### src/hdl/bdr_pkg.sv
package bdr_pkg;
  // ------------------------------------------------------------
  // register map (byte offsets of 16-bit registers)
  // ------------------------------------------------------------
  localparam logic [7:0] BDR_OFF_STATE = 8'h14;
  localparam logic [7:0] BDR_OFF_IN_DUTY = 8'h16;
  localparam logic [7:0] BDR_OFF_OUT_DUTY = 8'h18;
  localparam logic [7:0] BDR_OFF_SINK_CODE = 8'h1a;
  localparam logic [7:0] BDR_OFF_BOOST_CODE = 8'h1c;
  localparam logic [7:0] BDR_OFF_AUTODET = 8'h1e;
  localparam logic [15:0] BDR_RESET_VALUE = 16'h0000;
  localparam logic [15:0] BDR_UNMAPPED_VALUE = 16'h0000;
  // ------------------------------------------------------------
  // field widths and reserved constants
  // ------------------------------------------------------------
  localparam int BDR_STATE_W = 5;
  localparam int BDR_SINK_W = 12;
  localparam int BDR_BOOST_W = 11;
  localparam logic BDR_AUTODET_RSV11 = 1'b1;
  // boost code lsb weight in nA per ohm of top resistor, base in mV
  localparam real BDR_BOOST_LSB_NA = 18.9; // RULE7
  localparam real BDR_BOOST_BASE_MV = 1210.0; // RULE7
  // ------------------------------------------------------------
  // control state codes
  // ------------------------------------------------------------
  localparam logic [4:0] BDR_ST_DISABLED = 5'h00;
  localparam logic [4:0] BDR_ST_REG_START = 5'h01;
  localparam logic [4:0] BDR_ST_OTM_LOAD = 5'h02;
  localparam logic [4:0] BDR_ST_STANDBY = 5'h03;
  localparam logic [4:0] BDR_ST_BOOST_FIRST = 5'h04;
  localparam logic [4:0] BDR_ST_BOOST_LAST = 5'h0f;
  localparam logic [4:0] BDR_ST_NORMAL = 5'h10;
  localparam logic [4:0] BDR_ST_SHUTDOWN = 5'h11;
  localparam logic [4:0] BDR_ST_RETRY = 5'h12;
  localparam logic [4:0] BDR_ST_ALL_FAULT = 5'h13;
  localparam logic [2:0] BDR_GROUP_MAX = 3'h4;
  // ------------------------------------------------------------
  // carriers
  // ------------------------------------------------------------
  typedef struct packed {
    logic [4:0] control_state_now;
    logic [15:0] input_duty;
    logic [15:0] output_duty;
    logic [11:0] sink_dac_code;
    logic [10:0] boost_voltage_code;
  } bdr_live_type;
  typedef struct packed {
    logic [2:0] detected_dim_frequency;
    logic [2:0] detected_string_grouping;
    logic [2:0] detected_boost_frequency;
    logic [2:0] detected_dim_mode;
  } bdr_detect_type;
  typedef struct packed {
    logic rd;
    logic wr;
    logic [7:0] addr;
    logic [15:0] wdata;
  } bdr_req_type;
endpackage : bdr_pkg

### src/hdl/bdr_diag_bank.sv
`timescale 1ns/1ns
// Function
// RULE1: live 5-bit control state in bits 4-0, bits 15-5 zero
// RULE2: state codes 0 disabled through 13h all-fault, 4h-Fh boost ramp
// RULE3: measured input duty shown as full 16-bit word
// RULE4: applied output duty shown as full 16-bit word
// RULE5: 12-bit sink dac code in bits 11-0, upper bits zero
// RULE6: 11-bit boost voltage code in bits 10-0, upper bits zero
// RULE7: boost volts = divider-scaled 1.21V plus code times R1 times 18.9nA
// RULE8: detected dimming frequency code in bits 14-12
// RULE9: detected string grouping code in bits 10-8, 0h..4h
// RULE10: bits 15,7,6 read zero, bit 11 reads one
// RULE11: detected boost frequency code in bits 5-3
// RULE12: detected dimming mode and address half in bits 2-0
// RULE13: all registers read-only, writes ignored
module bdr_diag_bank
  import bdr_pkg::*;
(
  input wire logic clock,
  input wire logic rst_n,
  input wire bdr_pkg::bdr_req_type req,
  input wire bdr_pkg::bdr_live_type live_in,
  input wire bdr_pkg::bdr_detect_type det_in,
  input wire logic det_valid,
  output logic [15:0] rdata,
  output logic rvalid,
  output logic rhit
);
  import bdr_pkg::*;

  // ------------------------------------------------------------
  // live sampling
  // ------------------------------------------------------------
  bdr_live_type live_r;
  bdr_detect_type det_r;
  logic [15:0] rdata_r;
  logic rvalid_r;
  logic rhit_r;
  logic [15:0] mux_word;
  logic mux_hit;
  // live values are re-registered every cycle so a read shows at most one cycle old state
  always_ff @(posedge clock)
  begin
    if (!rst_n)
      live_r <= '0;
    else
      live_r <= live_in; // RULE1
  end

  // detection results latch when detection reports them; held otherwise
  always_ff @(posedge clock)
  begin
    if (!rst_n)
      det_r <= '0;
    else if (det_valid)
      det_r <= det_in; // RULE8
  end

  // ------------------------------------------------------------
  // read port
  // ------------------------------------------------------------
  bdr_word_mux u_mux (
    .addr(req.addr),
    .live(live_r),
    .det(det_r),
    .word(mux_word),
    .hit(mux_hit)
  );

  // writes have no path into any storage here, they are dropped
  always_ff @(posedge clock)
  begin
    if (!rst_n)
    begin
      rdata_r <= BDR_RESET_VALUE;
      rvalid_r <= 1'b0;
      rhit_r <= 1'b0;
    end
    else
    begin
      rvalid_r <= req.rd; // RULE13
      rhit_r <= req.rd & mux_hit;
      if (req.rd)
        rdata_r <= mux_word;
    end
  end
  assign rdata = rdata_r;
  assign rvalid = rvalid_r;
  assign rhit = rhit_r;

  // ------------------------------------------------------------
  // assertions
  // ------------------------------------------------------------
  property p_state_read;
    @(posedge clock) disable iff (!rst_n)
      (req.rd && req.addr == BDR_OFF_STATE) |=>
        (rdata[15:5] == 11'h000 && rdata[4:0] == $past(live_r.control_state_now));
  endproperty
  a_state_read: assert property (p_state_read) else $error("state read wrong"); // RULE1
  property p_state_code;
    @(posedge clock) disable iff (!rst_n)
      (req.rd && req.addr == BDR_OFF_STATE && live_r.control_state_now == BDR_ST_NORMAL)
        |=> rdata == 16'h0010;
  endproperty
  a_state_code: assert property (p_state_code) else $error("normal code wrong"); // RULE2
  property p_in_duty;
    @(posedge clock) disable iff (!rst_n)
      (req.rd && req.addr == BDR_OFF_IN_DUTY) |=> rdata == $past(live_r.input_duty);
  endproperty
  a_in_duty: assert property (p_in_duty) else $error("input duty wrong"); // RULE3
  property p_out_duty;
    @(posedge clock) disable iff (!rst_n)
      (req.rd && req.addr == BDR_OFF_OUT_DUTY) |=> rdata == $past(live_r.output_duty);
  endproperty
  a_out_duty: assert property (p_out_duty) else $error("output duty wrong"); // RULE4
  property p_sink;
    @(posedge clock) disable iff (!rst_n)
      (req.rd && req.addr == BDR_OFF_SINK_CODE) |=>
        rdata == {4'h0, $past(live_r.sink_dac_code)};
  endproperty
  a_sink: assert property (p_sink) else $error("sink code wrong"); // RULE5
  property p_boost;
    @(posedge clock) disable iff (!rst_n)
      (req.rd && req.addr == BDR_OFF_BOOST_CODE) |=>
        rdata == {5'h00, $past(live_r.boost_voltage_code)};
  endproperty
  a_boost: assert property (p_boost) else $error("boost code wrong"); // RULE6
  property p_auto_fixed;
    @(posedge clock) disable iff (!rst_n)
      (req.rd && req.addr == BDR_OFF_AUTODET) |=>
        (rdata[15] == 1'b0 && rdata[11] == 1'b1 && rdata[7:6] == 2'b00);
  endproperty
  a_auto_fixed: assert property (p_auto_fixed) else $error("reserved bits wrong"); // RULE10
  property p_auto_fields;
    @(posedge clock) disable iff (!rst_n)
      (req.rd && req.addr == BDR_OFF_AUTODET) |=>
        (rdata[14:12] == $past(det_r.detected_dim_frequency) &&
         rdata[10:8] == $past(det_r.detected_string_grouping) &&
         rdata[5:3] == $past(det_r.detected_boost_frequency) &&
         rdata[2:0] == $past(det_r.detected_dim_mode));
  endproperty
  a_auto_fields: assert property (p_auto_fields) else $error("detect fields wrong"); // RULE8
  property p_write_only;
    @(posedge clock) disable iff (!rst_n)
      (req.wr && !req.rd) |=> (!rvalid && $stable(rdata));
  endproperty
  a_write_only: assert property (p_write_only) else $error("write had effect"); // RULE13
  property p_det_hold;
    @(posedge clock) disable iff (!rst_n)
      !det_valid |=> $stable(det_r);
  endproperty
  a_det_hold: assert property (p_det_hold) else $error("detect changed"); // RULE8
  // ------------------------------------------------------------
  // per-field and contract checks
  // ------------------------------------------------------------
  // request decodes rebuilt from the offsets so the checks do not lean on the mux
  wire rd_auto = req.rd && (req.addr == BDR_OFF_AUTODET);
  wire rd_state = req.rd && (req.addr == BDR_OFF_STATE);
  wire rd_mapped = req.rd && (req.addr == BDR_OFF_STATE || req.addr == BDR_OFF_IN_DUTY ||
    req.addr == BDR_OFF_OUT_DUTY || req.addr == BDR_OFF_SINK_CODE ||
    req.addr == BDR_OFF_BOOST_CODE || req.addr == BDR_OFF_AUTODET);
  wire state_in_ramp = (live_r.control_state_now >= BDR_ST_BOOST_FIRST) &&
    (live_r.control_state_now <= BDR_ST_BOOST_LAST);
  // one check each for the grouping, boost frequency and dimming mode fields so a swapped field points at its own rule
  property p_group_field;
    @(posedge clock) disable iff (!rst_n)
      rd_auto |=> rdata[10:8] == $past(det_r.detected_string_grouping);
  endproperty
  a_group_field: assert property (p_group_field) else $error("grouping field wrong"); // RULE9
  property p_bfreq_field;
    @(posedge clock) disable iff (!rst_n)
      rd_auto |=> rdata[5:3] == $past(det_r.detected_boost_frequency);
  endproperty
  a_bfreq_field: assert property (p_bfreq_field) else $error("boost freq wrong"); // RULE11
  property p_mode_field;
    @(posedge clock) disable iff (!rst_n)
      rd_auto |=> rdata[2:0] == $past(det_r.detected_dim_mode);
  endproperty
  a_mode_field: assert property (p_mode_field) else $error("dimming mode wrong"); // RULE12
  // live copy must track its source with exactly one stage of delay
  property p_live_follow;
    @(posedge clock) disable iff (!rst_n)
      1'b1 |=> live_r == $past(live_in);
  endproperty
  a_live_follow: assert property (p_live_follow) else $error("live copy stale"); // RULE1
  property p_det_load;
    @(posedge clock) disable iff (!rst_n)
      det_valid |=> det_r == $past(det_in);
  endproperty
  a_det_load: assert property (p_det_load) else $error("detect not loaded"); // RULE8
  // the answer strobe is as wide as the read request and mirrors it one edge later
  property p_read_pulse;
    @(posedge clock) disable iff (!rst_n)
      1'b1 |=> rvalid == $past(req.rd);
  endproperty
  a_read_pulse: assert property (p_read_pulse) else $error("read strobe wrong"); // RULE13
  property p_rdata_hold;
    @(posedge clock) disable iff (!rst_n)
      !req.rd |=> $stable(rdata);
  endproperty
  a_rdata_hold: assert property (p_rdata_hold) else $error("read data moved"); // RULE13
  // unmapped offsets must never leak a neighbour's word
  property p_miss_zero;
    @(posedge clock) disable iff (!rst_n)
      (req.rd && !rd_mapped) |=> (rdata == BDR_UNMAPPED_VALUE && !rhit);
  endproperty
  a_miss_zero: assert property (p_miss_zero) else $error("unmapped read wrong"); // RULE13
  property p_hit_mapped;
    @(posedge clock) disable iff (!rst_n)
      rd_mapped |=> (rvalid && rhit);
  endproperty
  a_hit_mapped: assert property (p_hit_mapped) else $error("mapped read missed"); // RULE13
  // every ramp sub-state must read back inside the shared 4h-Fh band
  property p_state_ramp;
    @(posedge clock) disable iff (!rst_n)
      (rd_state && state_in_ramp) |=>
        (rdata >= {11'h000, BDR_ST_BOOST_FIRST} && rdata <= {11'h000, BDR_ST_BOOST_LAST});
  endproperty
  a_state_ramp: assert property (p_state_ramp) else $error("ramp state out of band"); // RULE2
  c_ramp_read: cover property (@(posedge clock) disable iff (!rst_n)
    rd_state && state_in_ramp);
  c_state_read: cover property (@(posedge clock) disable iff (!rst_n)
    req.rd && req.addr == BDR_OFF_STATE);
  c_auto_read: cover property (@(posedge clock) disable iff (!rst_n)
    req.rd && req.addr == BDR_OFF_AUTODET);
  c_write: cover property (@(posedge clock) disable iff (!rst_n) req.wr);
  c_miss: cover property (@(posedge clock) disable iff (!rst_n) rvalid && !rhit);
endmodule : bdr_diag_bank

### src/hdl/bdr_word_mux.sv
`timescale 1ns/1ns
module bdr_word_mux
  import bdr_pkg::*;
(
  input wire logic [7:0] addr,
  input wire bdr_pkg::bdr_live_type live,
  input wire bdr_pkg::bdr_detect_type det,
  output logic [15:0] word,
  output logic hit
);
  // ------------------------------------------------------------
  // register word assembly
  // ------------------------------------------------------------
  // reserved fields are constants so they cannot be disturbed by writes
  wire [15:0] w_state = {11'h000, live.control_state_now}; // RULE1
  wire [15:0] w_sink = {4'h0, live.sink_dac_code}; // RULE5
  wire [15:0] w_boost = {5'h00, live.boost_voltage_code}; // RULE6
  wire [15:0] w_auto = {1'b0, det.detected_dim_frequency, BDR_AUTODET_RSV11, // RULE8 RULE10
    det.detected_string_grouping, 2'b00, det.detected_boost_frequency, // RULE9 RULE11
    det.detected_dim_mode}; // RULE12
  wire sel_state = (addr == BDR_OFF_STATE);
  wire sel_in = (addr == BDR_OFF_IN_DUTY);
  wire sel_out = (addr == BDR_OFF_OUT_DUTY);
  wire sel_sink = (addr == BDR_OFF_SINK_CODE);
  wire sel_boost = (addr == BDR_OFF_BOOST_CODE);
  wire sel_auto = (addr == BDR_OFF_AUTODET);
  assign hit = sel_state | sel_in | sel_out | sel_sink | sel_boost | sel_auto;
  assign word = sel_state ? w_state :
                sel_in ? live.input_duty : // RULE3
                sel_out ? live.output_duty : // RULE4
                sel_sink ? w_sink :
                sel_boost ? w_boost :
                sel_auto ? w_auto : BDR_UNMAPPED_VALUE;
endmodule : bdr_word_mux
### config.mk
export PLATFORM = sky130hd
export DESIGN_NAME = bdr_diag_bank
export DESIGN_NICKNAME = d
export VERILOG_FILES = /design/src/hdl/bdr_pkg.sv /design/src/hdl/bdr_diag_bank.sv /design/src/hdl/bdr_word_mux.sv
export SDC_FILE = /design/constraint.sdc
export NUM_CORES = 1
export LEC_CHECK = 0
export BUFFER_PORTS_ARGS = -buffer_cell sky130_fd_sc_hd__buf_4
export CAP_MARGIN = 15
export CORE_MARGIN = 8
export CORE_UTILIZATION = 50
export DETAILED_ROUTE_END_ITERATION = 16
export PLACE_DENSITY = 0.8
export RECOVER_POWER = 100
export SLEW_MARGIN = 20
export SYNTH_ARGS = -nofsm -noshare
export SYNTH_HDL_FRONTEND = slang
export SYNTH_HIERARCHICAL = 1
export SYNTH_SLANG_ARGS = --single-unit
### constraint.sdc
create_clock -name clock -period 4.6 [get_ports clock]
set_input_delay 0.92 -clock clock [delete_from_list [all_inputs] [get_ports clock]]
set_output_delay 0.92 -clock clock [all_outputs]
set_load 0.02 [all_outputs]
==> qor.yml <==
status: "finished, violations left"
violations: "capacitance limit, slew limit"
ys_seq_elements: 90
cts_hold_buf: 0
drv_cap: 1
grt_max_degree: 91
p_per_area_nw_per_um2: 364
n_fill_cell: 567
first_global_vias: 2467
finalCriticalPeriod_ns: 2.92
routabilityCongestion: 0.739
diodes: 0
drcViolationCount: 0
dr.first_iter.drc_count: 101
required_ns: 4.89
wl_per_cell_um: 15.9
wirelength_mm: 7.52
switching_power_w: 0.000340
crit_slowest_cell: "clkbuf_1"
syn-num-nets: 397
cts_repair_resize_count: 0
post-synth-top-area-cell: "dfxtp_1"
ctsHtreeMaxLevel: 3
synth-edff-count: 0
post_cts_buffers: 0
ys.flop_type: "dfxtp_1"
root_buffer: "clkbuf_8"
yosysWarnings: 6
area_growth_pct: 25.8
crit_chain: "clkbuf_1, and3_2"
hold_path_class: "flop to flop"
hold_viol: 0
rsz0062_at_grt: "false"
async_flop_share_pct: 0
power_frac_clock_pct: 37.8
drive_gt1_share_pct: 27.5
worstSetupPathType: "input port to flop"
synthDistinctLibCells: 30
period_share_pct: 63.4
vdd_drop_max_mv: 0.220
ys_top_cells_by_area: "dfxtp_1 (53%), and2_1 (12%), mux2i_1 (8.9%), nor2b_1 (5.9%), mux4_2 (4.0%)"
syn_avg_cell_area_um2: 11.4
intPower_w: 0.00121
max_stage_delay_ns: 1.84
drv_slew: 91
setup_viol_count_final: 0
fin_total_pwr_w: 0.00155
final_nets: 489
worst_slack_ns: 1.68
cp_top_family: "buffers and inverters"
rows: 30
antenna_found_initial: 0
cts_buffers: 9
ant_nets: 0
cts.sinks: 90
initial_core_util_pct: 50.6
timing.critical_path.fanout_max: 90
insertion_delay_ns: 0.35
yosysTopAreaCellShare_pct: 53.3
fmax_ghz: 0.343
worstMarginPinSlew_ns: 2.64
die_w_um: 98.3
clkTransAtPathRegs_ns: 0.09
pre_cts_ws_ns: 2.02
vias_per_cell: 5.00
cp-end-kind: "flop"
cts_tree: "yes"
p_sw_share_pct: 21.9
overflow: 0
coreArea_um2: 6680
synthesis.area_um2: 3380
grt_pass1_wl_mm: 11.9
die_y_um: 98.3
critPathBufInv: 1
clockBufferDepth: 2
firstDrtPassIters: 4
synth-seq-area-share_pct: 53.3
seq_power_share_pct: 53.1
synthCells: 296
slew_headroom_pct: -76.1
grt_usage_pct: 15.8
buffer_ports.inserted: 101
finClkSkew_ns: 0.00994
pwr-share-comb_pct: 9.1
arrival_ns: 3.21
power.leakage_nw: 1.83
hpwl_mm: 5.64
die_area_um2: 9660
via_count: 2366
start_kind: "input port"
tns_ns: 0
ioPinCount: 119
[per-stage QoR]
step / utilization [%] / std cells / hold WS [ns] / cell area, um^2
floorplan: - / 296 / 0.474 / 3380
global placement: 61.4 / 457 / 0.491 / 4100
detailed placement: 61.4 / 457 / 0.502 / 4100
CTS: 64.8 / 473 / 0.525 / 4330
global route: 63.7 / 473 / 0.563 / 4260
finish: 63.7 / 473 / 0.518 / 4260
[final timing paths]
kind,from,end,slack [ns],cells past startpoint
worst max-delay path,rst_n,rhit,1.68,2
worst min register to register,det_r[11],det_r[11],0.52,2
worst max register to register,det_r[4],rdata[4],3.11,5
worst min-delay path,det_r[11],det_r[11],0.52,2
[sequential cells by signal (all words and copies together) (netlist names)]
signal / flops
rhit: 1
rvalid: 1
live_r: 60
rdata: 16
det_r: 12
[power groups by stage]
stage	logic (W)	clock network (W)	registers, W
2_1_floorplan	0.0000790	0	0.000839
3_3_place_gp	0.000140	0	0.000840
3_5_place_dp	0.000142	0	0.000842
4_1_cts	0.000143	0.000601	0.000824
5_1_grt	0.000154	0.000635	0.000827
6_report	0.000141	0.000587	0.000824
[cells by family (layout without fill, tap and decap cells)]
family | Yosys count | after routing | share of synthesized area [%]
AOI/OAI and AO/OA | 25 | 25 | 5.62
DFF | 90 | 90 | 53.3
buffers and inverters | 25 | 122 | 4.62
muxes | 40 | 40 | 15.5
and+or+nand+nor | 116 | 116 | 21.0
[area by class of cell]
cell class | count | area, um^2 | area share (%)
multi-input cells | 181 | 1430 | 33.5
repair buffers | 101 | 687 | 16.1
inverters | 5 | 18.8 | 0.441
well taps | 80 | 100 | 2.35
clock buffers | 9 | 124 | 2.91
flip-flops and latches | 90 | 1800 | 42.3
clock inverters | 7 | 100 | 2.35
[per-layer routing]
metal	track usage (%)	up-vias	wire, um
met4	8.03	0	148
li1	-	1176	-
met1	18.4	1109	3230
met2	26.4	69	3780
met3	3.56	12	364
met5	0	-	0
[synthesized netlist by cell type, types with 3 or more instances]
| cell | instances |
|---|---|
| nand2_1 | 3 |
| buf_2 | 12 |
| o22ai_1 | 3 |
| a22oi_1 | 4 |
| and2_1 | 65 |
| mux4_2 | 6 |
| inv_1 | 5 |
| nor2_1 | 4 |
| a22o_1 | 5 |
| mux2i_1 | 30 |
| o32a_1 | 3 |
| mux4_1 | 3 |
| buf_6 | 4 |
| a21oi_1 | 4 |
| o2bb2ai_1 | 4 |
| dfxtp_1 | 90 |
| nor3_1 | 4 |
| nor2b_1 | 32 |
[layout by cell type (no fill, tap or decap), drive strengths merged, types with 3 or more instances in the layout]
cell / count
a21oi: 4
a22o: 5
a22oi: 4
and2: 66
buf: 82
clkbuf: 28
clkinv: 3
dfxtp: 90
inv: 7
mux2i: 30
mux4: 9
nand2: 3
nor2: 4
nor2b: 32
nor3: 4
o22ai: 3
o2bb2ai: 4
o32a: 3
(Power assumes the default switching activity.)
